[config.mk]
export PLATFORM = sky130hd
export DESIGN_NAME = hlb_device_flat
export DESIGN_NICKNAME = d
export VERILOG_FILES = /design/src/shared/hlb_pkg.sv /design/src/shared/hlb_if.sv /design/src/rtl/hlb_device.sv /design/src/flat_wrapper.sv
export SDC_FILE = /design/constraint.sdc
export NUM_CORES = 1
export LEC_CHECK = 0
export BUFFER_PORTS_ARGS = -buffer_cell sky130_fd_sc_hd__buf_2
export CAP_MARGIN = 20
export CORE_MARGIN = 2
export CORE_UTILIZATION = 45
export CTS_CLUSTER_SIZE = 16
export DETAILED_ROUTE_END_ITERATION = 16
export HOLD_SLACK_MARGIN = 0.03
export MAX_ROUTING_LAYER = met4
export PLACE_DENSITY = 0.66
export SLEW_MARGIN = 20
export SYNTH_ARGS = -nofsm -noshare
export SYNTH_HDL_FRONTEND = slang
export SYNTH_SLANG_ARGS = --single-unit
[constraint.sdc]
create_clock -name pclk -period 5.7 [get_ports pclk]
set_input_delay 0.285 -clock pclk [delete_from_list [all_inputs] [get_ports pclk]]
set_output_delay 0.285 -clock pclk [all_outputs]
set_load 0.05 [all_outputs]
[src/shared/hlb_pkg.sv]
package hlb_pkg;

    // boot source picked from the three strap pins
    typedef enum logic [1:0] {
        HLB_MODE_HOST,
        HLB_MODE_LINK,
        HLB_MODE_NOBOOT,
        HLB_MODE_PROM
    } hlb_mode_e;

    // dma channel control values and field layout
    localparam logic [15:0] HOST_DMAC_INIT = 16'h02a1;
    localparam logic [15:0] KERNEL_DMAC = 16'h00a1;
    localparam logic [15:0] LINK_DMAC = 16'h00a0;
    localparam logic [15:0] DEFAULT_DMAC = 16'h0000;
    localparam int DMAC_ENABLE_BIT = 0;
    localparam int PACKING_MODE_FIELD_LSB = 8;
    localparam logic [1:0] PACKING_MODE_FIELD_NONE = 2'b00;

    // dma parameter presets and program counter values
    localparam logic [15:0] BOOT_COUNT_INIT = 16'h0100;
    localparam logic [15:0] DEFAULT_COUNT = 16'h0000;
    localparam logic [19:0] INDEX_INIT = 20'h20000;
    localparam logic [19:0] DEFAULT_INDEX = 20'h00000;
    localparam logic [23:0] HOST_PC_INIT = 24'h020004;
    localparam logic [23:0] NOBOOT_PC_INIT = 24'h400004;
    localparam logic [15:0] SYSCFG_RESET = 16'h0000;

    // host bus targets
    localparam logic [1:0] ADDR_BUFFER0 = 2'h0;
    localparam logic [1:0] ADDR_DMAC = 2'h1;
    localparam logic [1:0] ADDR_SYSCFG = 2'h2;

    // packing and strap settle counters
    localparam logic [3:0] LAST_WORD = 4'h2;
    localparam logic [3:0] LAST_NIBBLE = 4'hb;
    localparam logic [1:0] STRAP_SETTLE = 2'h3;

    // host timing in pclk cycles
    localparam int STROBE_CYC = 4;
    localparam int GAP_CYC = 4;
    localparam int LINK_HALF_CYC = 4;

    // host controller apb map
    localparam logic [11:0] REG_CTRL = 12'h000;
    localparam logic [11:0] REG_TX_LO = 12'h004;
    localparam logic [11:0] REG_TX_HI = 12'h008;
    localparam logic [11:0] REG_TX_GO = 12'h00c;
    localparam logic [11:0] REG_STATUS = 12'h010;
    localparam logic [4:0] CTRL_RESET = 5'h10;

endpackage

[src/shared/hlb_if.sv]
`timescale 1ns/1ps
interface hlb_if;
    // strap pins
    logic external_boot_select;
    logic link_boot_select;
    logic boot_memory_select;
    // host bus
    logic host_bus_request_n;
    logic host_chip_select_n;
    logic host_bus_grant_n;
    logic host_ack;
    logic host_write_n;
    logic [1:0] host_addr;
    logic [15:0] host_data;
    // link port
    logic link_clk;
    logic [3:0] link_data;
    logic link_ack;

    modport device (
        input external_boot_select, link_boot_select, boot_memory_select,
        input host_bus_request_n, host_chip_select_n, host_write_n, host_addr, host_data,
        output host_bus_grant_n, host_ack,
        input link_clk, link_data,
        output link_ack
    );

    modport host (
        output external_boot_select, link_boot_select, boot_memory_select,
        output host_bus_request_n, host_chip_select_n, host_write_n, host_addr, host_data,
        input host_bus_grant_n, host_ack,
        output link_clk, link_data,
        input link_ack
    );
endinterface

[src/rtl/hlb_device.sv]
// Overview of operation
// - all selects low, memory select high: host
// - host boot: reset as slave, await download
// - idle with pc at vector plus four
// - preset index and count, no external regs
// - control: enable, instruction type, 16-48, lsw
// - host packing must match control packing field
// - host rewrites control and config for repacking
// - host starts by asserting bus request
// - writes accepted only after grant and ack
// - host writes words one at a time, spaced
// - after 256 instructions stop, run kernel
// - lock bit shuts host out until cleared
// - kernel control value loads words singly
// - first vector word must be a nop
// - packing field zero passes words unpacked
// - wait states never slow host downloads
// - external low, link and memory high: link
// - link nibbles packed into 48-bit instructions
// - link data captured on falling link clock
// - most significant nibble first, ack ignorable
// - link boot: buffer takes 48-bit, dma off
// - no boot: external fetch, default registers
//
// The address map and the APB register port were decided locally.
`timescale 1ns/1ps
module hlb_device #(
    parameter logic [23:0] RESET_PC = hlb_pkg::HOST_PC_INIT,
    parameter logic [23:0] NOBOOT_PC = hlb_pkg::NOBOOT_PC_INIT,
    parameter logic [19:0] INDEX_BASE = hlb_pkg::INDEX_INIT
) (
    // clock and reset
    input wire logic pclk,
    input wire logic presetn,
    // pins toward the boot source
    hlb_if.device pins,
    // boot kernel side
    input wire logic kernel_dmac_wr,
    input wire logic [15:0] kernel_dmac_data,
    input wire logic bus_lock_bit,
    // state toward the core
    output hlb_pkg::hlb_mode_e boot_mode,
    output logic mode_valid,
    output logic core_run,
    output logic kernel_running,
    output logic [23:0] pc,
    output logic [15:0] dma_channel_control,
    output logic [15:0] system_config_register,
    output logic [19:0] dma_internal_index,
    output logic [15:0] dma_word_count,
    output logic link_buffer_48bit,
    output logic [47:0] instr,
    output logic instr_valid
);

    typedef enum logic [2:0] {
        ST_SETTLE,
        ST_LOADING,
        ST_KERNEL,
        ST_NOBOOT,
        ST_IDLE
    } hlb_phase_e;

    localparam int SYNC_W = 29;
    localparam logic [SYNC_W-1:0] SYNC_IDLE = 29'h3800000; // request and strobes idle high

    logic [SYNC_W-1:0] in_s1;
    logic [SYNC_W-1:0] in_s2;
    logic s_ext, s_lnk, s_bms, s_hbr_n, s_cs_n, s_wr_n, s_lclk;
    logic [1:0] s_addr;
    logic [15:0] s_data;
    logic [3:0] s_ldata;
    logic wr_prev;
    logic lclk_prev;
    logic [1:0] settle;
    hlb_phase_e phase;
    logic granted;
    logic [47:0] pack_reg;
    logic [3:0] pack_cnt;
    logic wr_done, host_wr_ok, word_in, nib_in, host_fire, link_fire, fire;
    logic [1:0] packing_mode_field;
    hlb_pkg::hlb_mode_e strap_mode;

    // every pin passes two flops; only in_s2 is read by logic
    always_ff @(posedge pclk or negedge presetn) begin
        if (!presetn) begin
            in_s1 <= SYNC_IDLE;
            in_s2 <= SYNC_IDLE;
        end else begin
            in_s1 <= {pins.external_boot_select, pins.link_boot_select,
                      pins.boot_memory_select, pins.host_bus_request_n,
                      pins.host_chip_select_n, pins.host_write_n, pins.host_addr,
                      pins.host_data, pins.link_clk, pins.link_data};
            in_s2 <= in_s1;
        end
    end

    assign {s_ext, s_lnk, s_bms, s_hbr_n, s_cs_n, s_wr_n, s_addr, s_data,
            s_lclk, s_ldata} = in_s2;

    // edge history for host strobe and link clock
    always_ff @(posedge pclk or negedge presetn) begin
        if (!presetn) begin
            wr_prev <= 1'b1;
            lclk_prev <= 1'b0;
        end else begin
            wr_prev <= s_wr_n;
            lclk_prev <= s_lclk;
        end
    end

    // strap decode; other combos fall to unbuilt prom boot
    always_comb begin
        if (!s_ext && !s_lnk && s_bms) begin
            strap_mode = hlb_pkg::HLB_MODE_HOST;
        end else if (!s_ext && s_lnk && s_bms) begin
            strap_mode = hlb_pkg::HLB_MODE_LINK;
        end else if (!s_ext && !s_lnk && !s_bms) begin
            strap_mode = hlb_pkg::HLB_MODE_NOBOOT;
        end else begin
            strap_mode = hlb_pkg::HLB_MODE_PROM;
        end
    end

    // strobe end takes the word, data stable by then
    assign wr_done = !wr_prev && s_wr_n;
    assign host_wr_ok = wr_done && granted && !bus_lock_bit
                        && boot_mode == hlb_pkg::HLB_MODE_HOST;
    assign packing_mode_field = dma_channel_control[hlb_pkg::PACKING_MODE_FIELD_LSB +: 2];
    assign word_in = host_wr_ok && s_addr == hlb_pkg::ADDR_BUFFER0
                     && dma_channel_control[hlb_pkg::DMAC_ENABLE_BIT]
                     && (phase == ST_LOADING || phase == ST_KERNEL);
    assign nib_in = lclk_prev && !s_lclk && phase == ST_LOADING
                    && boot_mode == hlb_pkg::HLB_MODE_LINK;
    assign host_fire = word_in && (packing_mode_field == hlb_pkg::PACKING_MODE_FIELD_NONE
                                   || pack_cnt == hlb_pkg::LAST_WORD);
    assign link_fire = nib_in && pack_cnt == hlb_pkg::LAST_NIBBLE;
    assign fire = host_fire || link_fire;

    // boot phase; mode is caught once, a few cycles after release
    always_ff @(posedge pclk or negedge presetn) begin
        if (!presetn) begin
            phase <= ST_SETTLE;
            settle <= 2'h0;
            boot_mode <= hlb_pkg::HLB_MODE_HOST;
            mode_valid <= 1'b0;
            core_run <= 1'b0;
            kernel_running <= 1'b0;
            pc <= RESET_PC;
        end else begin
            case (phase)
                ST_SETTLE: begin
                    settle <= settle + 2'h1;
                    if (settle == hlb_pkg::STRAP_SETTLE) begin
                        boot_mode <= strap_mode;
                        mode_valid <= 1'b1;
                        case (strap_mode)
                            hlb_pkg::HLB_MODE_HOST, hlb_pkg::HLB_MODE_LINK: begin
                                phase <= ST_LOADING;
                                pc <= RESET_PC;
                            end
                            hlb_pkg::HLB_MODE_NOBOOT: begin
                                phase <= ST_NOBOOT;
                                pc <= NOBOOT_PC;
                                core_run <= 1'b1;
                            end
                            default: begin
                                phase <= ST_IDLE;
                            end
                        endcase
                    end
                end
                ST_LOADING: begin
                    if (fire && dma_word_count == 16'h0001) begin
                        phase <= ST_KERNEL;
                        kernel_running <= 1'b1;
                        core_run <= 1'b1;
                    end
                end
                ST_KERNEL, ST_NOBOOT, ST_IDLE: begin
                    phase <= phase;
                end
                default: begin
                    phase <= ST_IDLE;
                end
            endcase
        end
    end

    // control and config registers; a kernel write wins over a host one
    always_ff @(posedge pclk or negedge presetn) begin
        if (!presetn) begin
            dma_channel_control <= hlb_pkg::DEFAULT_DMAC;
            system_config_register <= hlb_pkg::SYSCFG_RESET;
            link_buffer_48bit <= 1'b0;
        end else begin
            if (phase == ST_SETTLE && settle == hlb_pkg::STRAP_SETTLE) begin
                case (strap_mode)
                    hlb_pkg::HLB_MODE_HOST: dma_channel_control <= hlb_pkg::HOST_DMAC_INIT;
                    hlb_pkg::HLB_MODE_LINK: begin
                        dma_channel_control <= hlb_pkg::LINK_DMAC;
                        link_buffer_48bit <= 1'b1;
                    end
                    default: dma_channel_control <= hlb_pkg::DEFAULT_DMAC;
                endcase
            end else if (kernel_dmac_wr) begin
                dma_channel_control <= kernel_dmac_data;
            end else if (host_wr_ok && s_addr == hlb_pkg::ADDR_DMAC) begin
                dma_channel_control <= s_data;
            end
            // packing width is the host's to keep consistent
            if (host_wr_ok && s_addr == hlb_pkg::ADDR_SYSCFG) begin
                system_config_register <= s_data;
            end
        end
    end

    // instruction assembly: host words lsw first, link nibbles msn first
    always_ff @(posedge pclk or negedge presetn) begin
        if (!presetn) begin
            pack_reg <= 48'h0;
            pack_cnt <= 4'h0;
            instr <= 48'h0;
            instr_valid <= 1'b0;
        end else begin
            instr_valid <= fire;
            if (word_in) begin
                if (packing_mode_field == hlb_pkg::PACKING_MODE_FIELD_NONE) begin
                    instr <= {32'h0, s_data};
                    pack_cnt <= 4'h0;
                end else if (host_fire) begin
                    instr <= {s_data, pack_reg[47:16]};
                    pack_cnt <= 4'h0;
                end else begin
                    pack_reg <= {s_data, pack_reg[47:16]};
                    pack_cnt <= pack_cnt + 4'h1;
                end
            end else if (nib_in) begin
                if (link_fire) begin
                    instr <= {pack_reg[43:0], s_ldata};
                    pack_cnt <= 4'h0;
                end else begin
                    pack_reg <= {pack_reg[43:0], s_ldata};
                    pack_cnt <= pack_cnt + 4'h1;
                end
            end
        end
    end

    // dma parameters; no external index, modify or count
    always_ff @(posedge pclk or negedge presetn) begin
        if (!presetn) begin
            dma_internal_index <= INDEX_BASE;
            dma_word_count <= hlb_pkg::BOOT_COUNT_INIT;
        end else begin
            if (phase == ST_SETTLE && settle == hlb_pkg::STRAP_SETTLE
                && strap_mode == hlb_pkg::HLB_MODE_NOBOOT) begin
                dma_internal_index <= hlb_pkg::DEFAULT_INDEX;
                dma_word_count <= hlb_pkg::DEFAULT_COUNT;
            end else if (fire && phase == ST_LOADING) begin
                dma_internal_index <= dma_internal_index + 20'h1;
                dma_word_count <= dma_word_count - 16'h0001;
            end
        end
    end

    // slave answers at once: boot wait states only act when we are master
    always_ff @(posedge pclk or negedge presetn) begin
        if (!presetn) begin
            granted <= 1'b0;
            pins.host_bus_grant_n <= 1'b1;
            pins.host_ack <= 1'b0;
            pins.link_ack <= 1'b0;
        end else begin
            granted <= !s_hbr_n && mode_valid && boot_mode == hlb_pkg::HLB_MODE_HOST;
            pins.host_bus_grant_n <= !granted;
            pins.host_ack <= granted && !bus_lock_bit;
            pins.link_ack <= phase == ST_LOADING && boot_mode == hlb_pkg::HLB_MODE_LINK;
        end
    end

endmodule

[src/flat_wrapper.sv]
// flat-port wrapper written by rule: the top's interface ports become plain ports
module hlb_device_flat 
#(
    parameter logic [23:0] RESET_PC = hlb_pkg::HOST_PC_INIT,
    parameter logic [23:0] NOBOOT_PC = hlb_pkg::NOBOOT_PC_INIT,
    parameter logic [19:0] INDEX_BASE = hlb_pkg::INDEX_INIT
)
  (pclk, presetn, kernel_dmac_wr, kernel_dmac_data, bus_lock_bit, boot_mode, mode_valid, core_run, kernel_running, pc, dma_channel_control, system_config_register, dma_internal_index, dma_word_count, link_buffer_48bit, instr, instr_valid, pins_external_boot_select, pins_link_boot_select, pins_boot_memory_select, pins_host_bus_request_n, pins_host_chip_select_n, pins_host_write_n, pins_host_addr, pins_host_data, pins_host_bus_grant_n, pins_host_ack, pins_link_clk, pins_link_data, pins_link_ack);
  hlb_if pins_i ();
  input wire logic pclk;
  input wire logic presetn;
  input wire logic kernel_dmac_wr;
  input wire logic [15:0] kernel_dmac_data;
  input wire logic bus_lock_bit;
  output hlb_pkg::hlb_mode_e boot_mode;
  output logic mode_valid;
  output logic core_run;
  output logic kernel_running;
  output logic [23:0] pc;
  output logic [15:0] dma_channel_control;
  output logic [15:0] system_config_register;
  output logic [19:0] dma_internal_index;
  output logic [15:0] dma_word_count;
  output logic link_buffer_48bit;
  output logic [47:0] instr;
  output logic instr_valid;
  input wire logic [$bits(pins_i.external_boot_select)-1:0] pins_external_boot_select;
  input wire logic [$bits(pins_i.link_boot_select)-1:0] pins_link_boot_select;
  input wire logic [$bits(pins_i.boot_memory_select)-1:0] pins_boot_memory_select;
  input wire logic [$bits(pins_i.host_bus_request_n)-1:0] pins_host_bus_request_n;
  input wire logic [$bits(pins_i.host_chip_select_n)-1:0] pins_host_chip_select_n;
  input wire logic [$bits(pins_i.host_write_n)-1:0] pins_host_write_n;
  input wire logic [$bits(pins_i.host_addr)-1:0] pins_host_addr;
  input wire logic [$bits(pins_i.host_data)-1:0] pins_host_data;
  output wire logic [$bits(pins_i.host_bus_grant_n)-1:0] pins_host_bus_grant_n;
  output wire logic [$bits(pins_i.host_ack)-1:0] pins_host_ack;
  input wire logic [$bits(pins_i.link_clk)-1:0] pins_link_clk;
  input wire logic [$bits(pins_i.link_data)-1:0] pins_link_data;
  output wire logic [$bits(pins_i.link_ack)-1:0] pins_link_ack;
  assign pins_i.external_boot_select = pins_external_boot_select;
  assign pins_i.link_boot_select = pins_link_boot_select;
  assign pins_i.boot_memory_select = pins_boot_memory_select;
  assign pins_i.host_bus_request_n = pins_host_bus_request_n;
  assign pins_i.host_chip_select_n = pins_host_chip_select_n;
  assign pins_i.host_write_n = pins_host_write_n;
  assign pins_i.host_addr = pins_host_addr;
  assign pins_i.host_data = pins_host_data;
  assign pins_host_bus_grant_n = pins_i.host_bus_grant_n;
  assign pins_host_ack = pins_i.host_ack;
  assign pins_i.link_clk = pins_link_clk;
  assign pins_i.link_data = pins_link_data;
  assign pins_link_ack = pins_i.link_ack;
  hlb_device #(.RESET_PC(RESET_PC), .NOBOOT_PC(NOBOOT_PC), .INDEX_BASE(INDEX_BASE)) u_core (.pclk(pclk), .presetn(presetn), .pins(pins_i), .kernel_dmac_wr(kernel_dmac_wr), .kernel_dmac_data(kernel_dmac_data), .bus_lock_bit(bus_lock_bit), .boot_mode(boot_mode), .mode_valid(mode_valid), .core_run(core_run), .kernel_running(kernel_running), .pc(pc), .dma_channel_control(dma_channel_control), .system_config_register(system_config_register), .dma_internal_index(dma_internal_index), .dma_word_count(dma_word_count), .link_buffer_48bit(link_buffer_48bit), .instr(instr), .instr_valid(instr_valid));
endmodule
==> results of run 1 <==
metrics by stage:
| step | power [mW] | hold slack [ns] | instances |
|---|---|---|---|
| finish | 3.67 | 0.0779 | 1488 |
| global placement | 2.01 | 0.333 | 1412 |
| detailed placement | 2.02 | 0.335 | 1412 |
| global route | 3.80 | 0.0850 | 1488 |
| CTS | 3.71 | 0.0671 | 1487 |
| floorplan | 1.93 | -0.0106 | 994 |
kinds of logic (layout without fill, tap and decap cells):
logic type / after synthesis / in the layout / share of synthesized area
and+or+nand+nor: 292 / 292 / 0.136
DFF: 244 / 244 / 0.577
AOI/OAI and AO/OA: 240 / 240 / 0.145
buffers and inverters: 96 / 271 / 0.0427
muxes: 91 / 91 / 0.0880
adders and majority gates: 6 / 6 / 0.00708
xor gates and xnor gates: 3 / 3 / 0.00248
other: 2 / 22 / 0.000709
power groups by stage:
stage / combinational, mW / sequential (mW) / clock [mW]
finish: 0.202 / 1.80 / 1.67
detailed placement: 0.188 / 1.83 / 0
global route: 0.219 / 1.80 / 1.78
global placement: 0.186 / 1.83 / 0
CTS: 0.204 / 1.80 / 1.71
floorplan: 0.0775 / 1.86 / 0
repair_timing:
item | in CTS | in global routing
buffers inserted | 0 | 0
hold buffers | 30 | 0
hold endpoints to repair | 148 | 0
worst max path at each step:
stage / end / slack [ns] / cells after the start
3_5_place_dp: u_core.pack_reg[31] / 2.15 / 5
2_1_floorplan: u_core.dma_word_count[8] / 2.76 / 7
3_3_place_gp: u_core.pack_reg[6] / 2.21 / 5
6_report: u_core.instr[26] / 2.15 / 6
5_1_grt: u_core.instr[26] / 1.92 / 6
4_1_cts: u_core.pack_reg[28] / 2.15 / 5
tightest hold or removal path, delay by kind of cell:
family	cells	cell delay [ns]
buffers and inverters	1	0.09
muxes	1	0.12
AOI/OAI and AO/OA	1	0.07
layout by cell type, fill, tap and decap left out, types with 9 or more instances in the layout:
cell type,netlist,final
clkbuf_1,60,11
o31ai_1,35,35
a221oi_1,32,32
or4_1,18,18
nand2_1,69,68
nand2b_1,15,15
buf_2,2,174
o211ai_1,10,10
and2_1,17,17
buf_4,22,11
dfstp_2,9,9
a21oi_1,12,11
conb_1,2,22
o21ai_0,107,106
nand4_1,9,9
nor3_1,10,9
clkbuf_16,0,26
dlygate4sd3_1,0,30
a211oi_1,21,21
dfrtp_1,235,235
mux2_2,17,17
mux2i_1,74,74
nand3_1,12,12
nor2_1,103,102
layer usage:
layer / share of wire / up-vias
met2: 0.45 / 272
met4: 0.016 / 0
met3: 0.077 / 33
met1: 0.45 / 4102
met5: 0 / -
li1: - / 3830
area by class of cell:
| type | count | area, µm² | area share |
|---|---|---|---|
| inverter | 8 | 30.0 | 0.00234 |
| clock inverter | 7 | 121 | 0.00946 |
| clock buffer | 38 | 706 | 0.0550 |
| timing repair buffer | 218 | 1320 | 0.103 |
| sequential | 244 | 6120 | 0.477 |
| multi-input combinational | 654 | 4140 | 0.323 |
| tap | 319 | 399 | 0.0311 |
==> reports/summary.txt, run 1 <==
clock latency on the worst-skew pair -> 0.54 ns
pre-CTS WS -> 2.15 ns
share of the synthesized area in the top cell type -> 0.555
# rows -> 56
cell taking the most area after synthesis -> dfrtp_1
Final Cell Area -> 0.0128 mm²
max frequency -> 282 MHz
Core Region -> 0.0233 mm²
CP startpoint -> u_core.boot_mode[1]
met2 Resource Use GR -> 0.340
VDD IR max -> 239 µV
GRT Util Overall -> 0.232
Syn-to-layout area delta -> 21.1%
synthesized area -> 0.0106 mm²
drt drc -> 0
post-layout util -> 0.552
hold path depth -> 3
IO Port Bufs -> 175
clock power share -> 0.455
unique cell type count in the Yosys netlist -> 53
Synth Area per Inst -> 10.9 µm²
sequential area share after synthesis -> 0.577
Slowest cell on crit path -> nor4b_1
critical path's top delay family -> simple AND/OR/NAND/NOR gates
final setup fails -> 0
reg-to-reg endpoint -> u_core.instr[26]
layout cell share with drive strength beyond 1 -> 0.225
grt ovf -> 0
buffer and inverter count on the worst path -> 1
NetSw -> 0.861 mW
synth warn -> 0
hold path startpoint -> kernel_dmac_data[15]
final wirelength -> 27800 µm
Post-DRT Antenna Nets -> 0
clk_skew -> 0.0249 ns
global routing's busiest layer -> met2
Die Wd -> 157 µm
ANT cells -> 0
CP Launch Type -> flip-flop
Nets -> 1207
First-pass DRT Iterations -> 4
Leakage -> 6.27 nW
CP Class -> flip-flop to flip-flop
layout filler cell count -> 2086
Sink Count -> 244
Clock Pin Slew Worst Setup and Hold Paths -> 0.06 ns
worst slew pin tran -> 1.05 ns
Synth area leaders -> dfrtp_1, mux2i_1, o21ai_0
most numerous cell in the Yosys netlist -> dfrtp_1
WHS Endpoint -> u_core.dma_channel_control[15]
Commonest cells post-synth -> dfrtp_1, o21ai_0, nor2_1
HPWL after DPL -> 17700 µm
Fin Setup TNS -> 0 ns
vias in the first global route -> 7864
clk buf depth -> 3
final setup margin -> 2.15 ns
flop2flop setup slack -> 2.15 ns
CTS Buf Count -> 26
grt met3 use -> 0.0482
fin crit share -> 0.622
pin count of the biggest net entering global routing -> 128
Post-synth EDFFs -> 0
initial antenna violation count -> 0
Async SR Flop Fraction -> 1.00
first-pass GRT wire length -> 44000 µm
FF+latch count, synth -> 244
Crit. End Element -> flip-flop
Flop pwr share -> 0.490
Routed wire per std cell -> 18.7 µm
Max Fanout on Critical Path -> 55
Worst EP required -> 6.11 ns
worst path arrival time -> 3.96 ns
drt via density -> 5.54
status -> complete, no violations
HP Class -> input pin to flip-flop
CTS tree -> yes
worst r2r src -> u_core.boot_mode[1]
Syn Inst Count -> 974
Final Max Tran Viols -> 0
initial drt markers -> 666
fin crit period -> 3.55 ns
gp weighted congestion -> 0.790
Max Cap Viol -> 0
CTS Root Cell -> clkbuf_16
pwr dens -> 286 mW/mm²
Vias -> 8237
Comb pwr share -> 0.055
final-report hold violation count -> 0
sw frac -> 0.235
H-tree lvl count -> 1
worst rel slew slack -> 0.298
Die Height -> 157 µm
Initial Util -> 0.456
RSZ-0062 raised after global routing -> false
Post-DP Area -> 0.0117 mm²
Cell Chain, Critical Path -> or4b_4 > nor4b_1 > nand2_4 > buf_4 > a221oi_1 > nor2_1
reg2reg path depth -> 6
io pins -> 199
top_reg_cell synth -> dfrtp_1
post-CTS sizing -> 0
M1 GR Usage -> 0.335
max incr delay on CP -> 0.75 ns
Int Power -> 2.81 mW
Die ar. -> 0.0248 mm²
Note: power is estimated with default switching activity, not from simulation.
==> inputs of run 2 (changes only) <==
--- a/config.mk
+++ b/config.mk
@@ -5,6 +5,7 @@
 export SDC_FILE = /design/constraint.sdc
 export NUM_CORES = 1
 export LEC_CHECK = 0
+export ABC_AREA = 1
 export BUFFER_PORTS_ARGS = -buffer_cell sky130_fd_sc_hd__buf_2
 export CAP_MARGIN = 20
 export CORE_MARGIN = 2
@@ -13,7 +14,7 @@
 export DETAILED_ROUTE_END_ITERATION = 16
 export HOLD_SLACK_MARGIN = 0.03
 export MAX_ROUTING_LAYER = met4
-export PLACE_DENSITY = 0.66
+export PLACE_DENSITY = 0.68
 export SLEW_MARGIN = 20
 export SYNTH_ARGS = -nofsm -noshare
 export SYNTH_HDL_FRONTEND = slang
==> constraint.sdc (replaced) <==
create_clock -name pclk -period 3.2 [get_ports pclk]
set_input_delay 0.16 -clock pclk [delete_from_list [all_inputs] [get_ports pclk]]
set_output_delay 0.16 -clock pclk [all_outputs]
set_load 0.05 [all_outputs]
==> reports/summary.txt, run 2 <==
status -> complete, no violations
initial drt markers -> 625 (-6.2%)
Async SR Flop Fraction -> 1.00 (unchanged)
CTS Root Cell -> clkbuf_16
Fin Setup TNS -> 0 ns (unchanged)
critical path's top delay family -> simple AND/OR/NAND/NOR gates
fin crit period -> 2.43 ns (-1.12 ns)
Final Max Tran Viols -> 0 (unchanged)
Commonest cells post-synth -> nand2_1, dfrtp_1, nor2_1
H-tree lvl count -> 1 (unchanged)
Worst EP required -> 3.55 ns (-2.56 ns)
pwr dens -> 507 mW/mm² (+77%)
drt via density -> 5.06 (-8.6%)
HPWL after DPL -> 19800 µm (+12%)
Max Fanout on Critical Path -> 32 (-42%)
CP Launch Type -> flip-flop
RSZ-0062 raised after global routing -> false
buffer and inverter count on the worst path -> 2 (+1)
Nets -> 1560 (+29%)
vias in the first global route -> 8878 (+13%)
grt ovf -> 0 (unchanged)
clk_skew -> 0.0166 ns (-0.00830 ns)
Crit. End Element -> flip-flop
sequential area share after synthesis -> 0.553 (-0.0239)
Post-DRT Antenna Nets -> 0 (unchanged)
Die ar. -> 0.0258 mm² (+4.2%)
layout cell share with drive strength beyond 1 -> 0.179 (-0.0463)
clk buf depth -> 3 (unchanged)
drt drc -> 0 (unchanged)
Post-CTS Hold Buffers -> 46 (+53%)
pin count of the biggest net entering global routing -> 121 (-5.5%)
final setup fails -> 0 (unchanged)
most numerous cell in the Yosys netlist -> nand2_1
fin crit share -> 0.759 (+0.137)
Cell Chain, Critical Path -> inv_2 > nand2_2 > nor2_2 > nand2_1 > buf_4 > nand3_1 > nor2_1 > a31oi_1
Core Region -> 0.0242 mm² (+4.2%)
Syn-to-layout area delta -> 22.3%
worst slew pin tran -> 1.03 ns (-0.0232 ns)
unique cell type count in the Yosys netlist -> 38 (-28%)
CP Class -> flip-flop to flip-flop
gp weighted congestion -> 0.890 (+13%)
postcts setup bufs -> 0 (unchanged)
cell taking the most area after synthesis -> dfrtp_1
clock latency on the worst-skew pair -> 0.53 ns (about the same)
io pins -> 199 (unchanged)
Routed wire per std cell -> 15.6 µm (-16%)
final-report hold violation count -> 0 (unchanged)
first-pass GRT wire length -> 46500 µm (+5.6%)
Synth area leaders -> dfrtp_1, nand2_1, o21ai_0
Vias -> 9347 (+13%)
Synth Area per Inst -> 8.50 µm² (-22%)
post-CTS sizing -> 0 (unchanged)
Die Height -> 161 µm (+2.1%)
Post-synth EDFFs -> 0 (unchanged)
reg2reg path depth -> 8 (+2)
Slowest cell on crit path -> nand3_1
synthesized area -> 0.0111 mm² (+4.3%)
max incr delay on CP -> 0.77 ns (+0.02 ns)
First-pass DRT Iterations -> 5 (+1)
final wirelength -> 28900 µm (+3.8%)
Max Cap Viol -> 0 (unchanged)
IO Port Bufs -> 175 (unchanged)
HP Class -> input pin to flip-flop
Sink Count -> 244 (unchanged)
Syn Inst Count -> 1300 (+33%)
post-layout util -> 0.558 (+0.00600)
most frequent cells in the layout -> nand2_1, dfrtp_1, buf_2
CTS Buf Count -> 27 (+3.8%)
GRT Util Overall -> 0.230 (-0.00254)
worst rel slew slack -> 0.313 (+0.0143)
flop2flop setup slack -> 0.77 ns (-1.38 ns)
Crit path depth -> 8 (+2)
# rows -> 57 (+1.8%)
Initial Util -> 0.456 (about the same)
CTS tree -> yes
max frequency -> 412 MHz (+46%)
synth warn -> 0 (unchanged)
initial antenna violation count -> 1 (+1)
FF+latch count, synth -> 244 (unchanged)
Die Wd -> 161 µm (+2.1%)
top_reg_cell synth -> dfrtp_1
VDD IR max -> 356 µV (+49%)
Clock Pin Slew Worst Setup and Hold Paths -> 0.06 ns (about the same)
hold path depth -> 5 (+2)
share of the synthesized area in the top cell type -> 0.532 (-0.0229)
commonest non-fill, non-tap cell in the layout -> nand2_1
worst path arrival time -> 2.78 ns (-1.18 ns)
Leakage -> 7.37 nW (+17%)
==> run 2: cell count changes in the layout (fill, tap and decap cells not counted), moves of 17 or more <==
cell | before | now
o21ai_0 | 106 | 142
mux2_2 | 17 | 0
nand3_1 | 12 | 71
or4_1 | 18 | 0
inv_1 | 7 | 121
a21oi_1 | 11 | 35
and2_1 | 17 | 0
nor2_1 | 102 | 150
nand2_1 | 68 | 314
a221oi_1 | 32 | 0
mux2i_1 | 74 | 0
a211oi_1 | 21 | 0
xor2_1 | 3 | 23
o31ai_1 | 35 | 0
==> run 2: power breakdown <==
| part | total (mW) | switching, mW | internal [mW] |
|---|---|---|---|
| sequential | 3.18 | 0.0298 | 3.15 |
| combinational | 0.428 | 0.317 | 0.111 |
| clock | 3.25 | 1.22 | 2.03 |
| total | 6.86 | 1.57 | 5.29 |
==> run 2: tightest hold or removal path: stages <==
cell	delay, ns
buf_2	0.10
nand2_1	0.05
o21ai_0	0.07
nand2_1	0.08
a31oi_1	0.08
==> run 2: metrics by stage <==
step / total power [mW] / instances / worst slack (ns) / area, µm² / hold WS [ns]
finish: 6.86 / 1847 / 0.771 / 13500 / 0.0617
global route: 7.07 / 1847 / 0.529 / 13500 / 0.0789
CTS: 6.92 / 1846 / 0.845 / 13500 / 0.0374
detailed placement: 3.61 / 1754 / 0.885 / 12100 / 0.267
global placement: 3.61 / 1754 / 0.952 / 12100 / 0.266
floorplan: 3.46 / 1320 / 1.31 / 11100 / -0.136
==> run 2: layout make-up <==
type | count | area (µm²)
Antenna cell | 1 | 2.50
Fill cell | 2227 | 10700
Clock buffer | 34 | 742
Timing Repair Buffer | 236 | 1480
Inverter | 125 | 469
Multi-Input combinational cell | 871 | 4110
Clock inverter | 12 | 190
Tap cell | 324 | 405
Sequential cell | 244 | 6120
==> run 2: cells by family after synthesis <==
| family | Yosys count | share of synthesized area |
|---|---|---|
| DFF | 244 | 0.553 |
| buffers and inverters | 205 | 0.0814 |
| adders and majority gates | 6 | 0.00679 |
| AOI/OAI and AO/OA | 219 | 0.105 |
| xor gates and xnor gates | 24 | 0.0190 |
| other | 2 | 0.000679 |
| and+or+nand+nor | 600 | 0.233 |
==> run 2: final timing paths <==
kind / endpoint / startpoint
worst max-delay path: u_core.dma_channel_control[5] / u_core.phase[1]
worst min-delay path: u_core.dma_channel_control[0] / kernel_dmac_data[0]
worst max register to register: u_core.dma_channel_control[5] / u_core.phase[1]
worst min register to register: u_core.in_s2[23] / u_core.in_s1[23]
max in group asynchronous: u_core.instr[35] / presetn
min in group asynchronous: u_core.system_config_register[11] / presetn
==> run 2: per-layer routing <==
metal | track usage | up-vias | part of all wire
li1 | - | 4548 | -
met1 | 0.306 | 4454 | 0.43
met2 | 0.366 | 288 | 0.47
met3 | 0.0351 | 57 | 0.064
met4 | 0.0698 | 0 | 0.030
met5 | - | - | 0
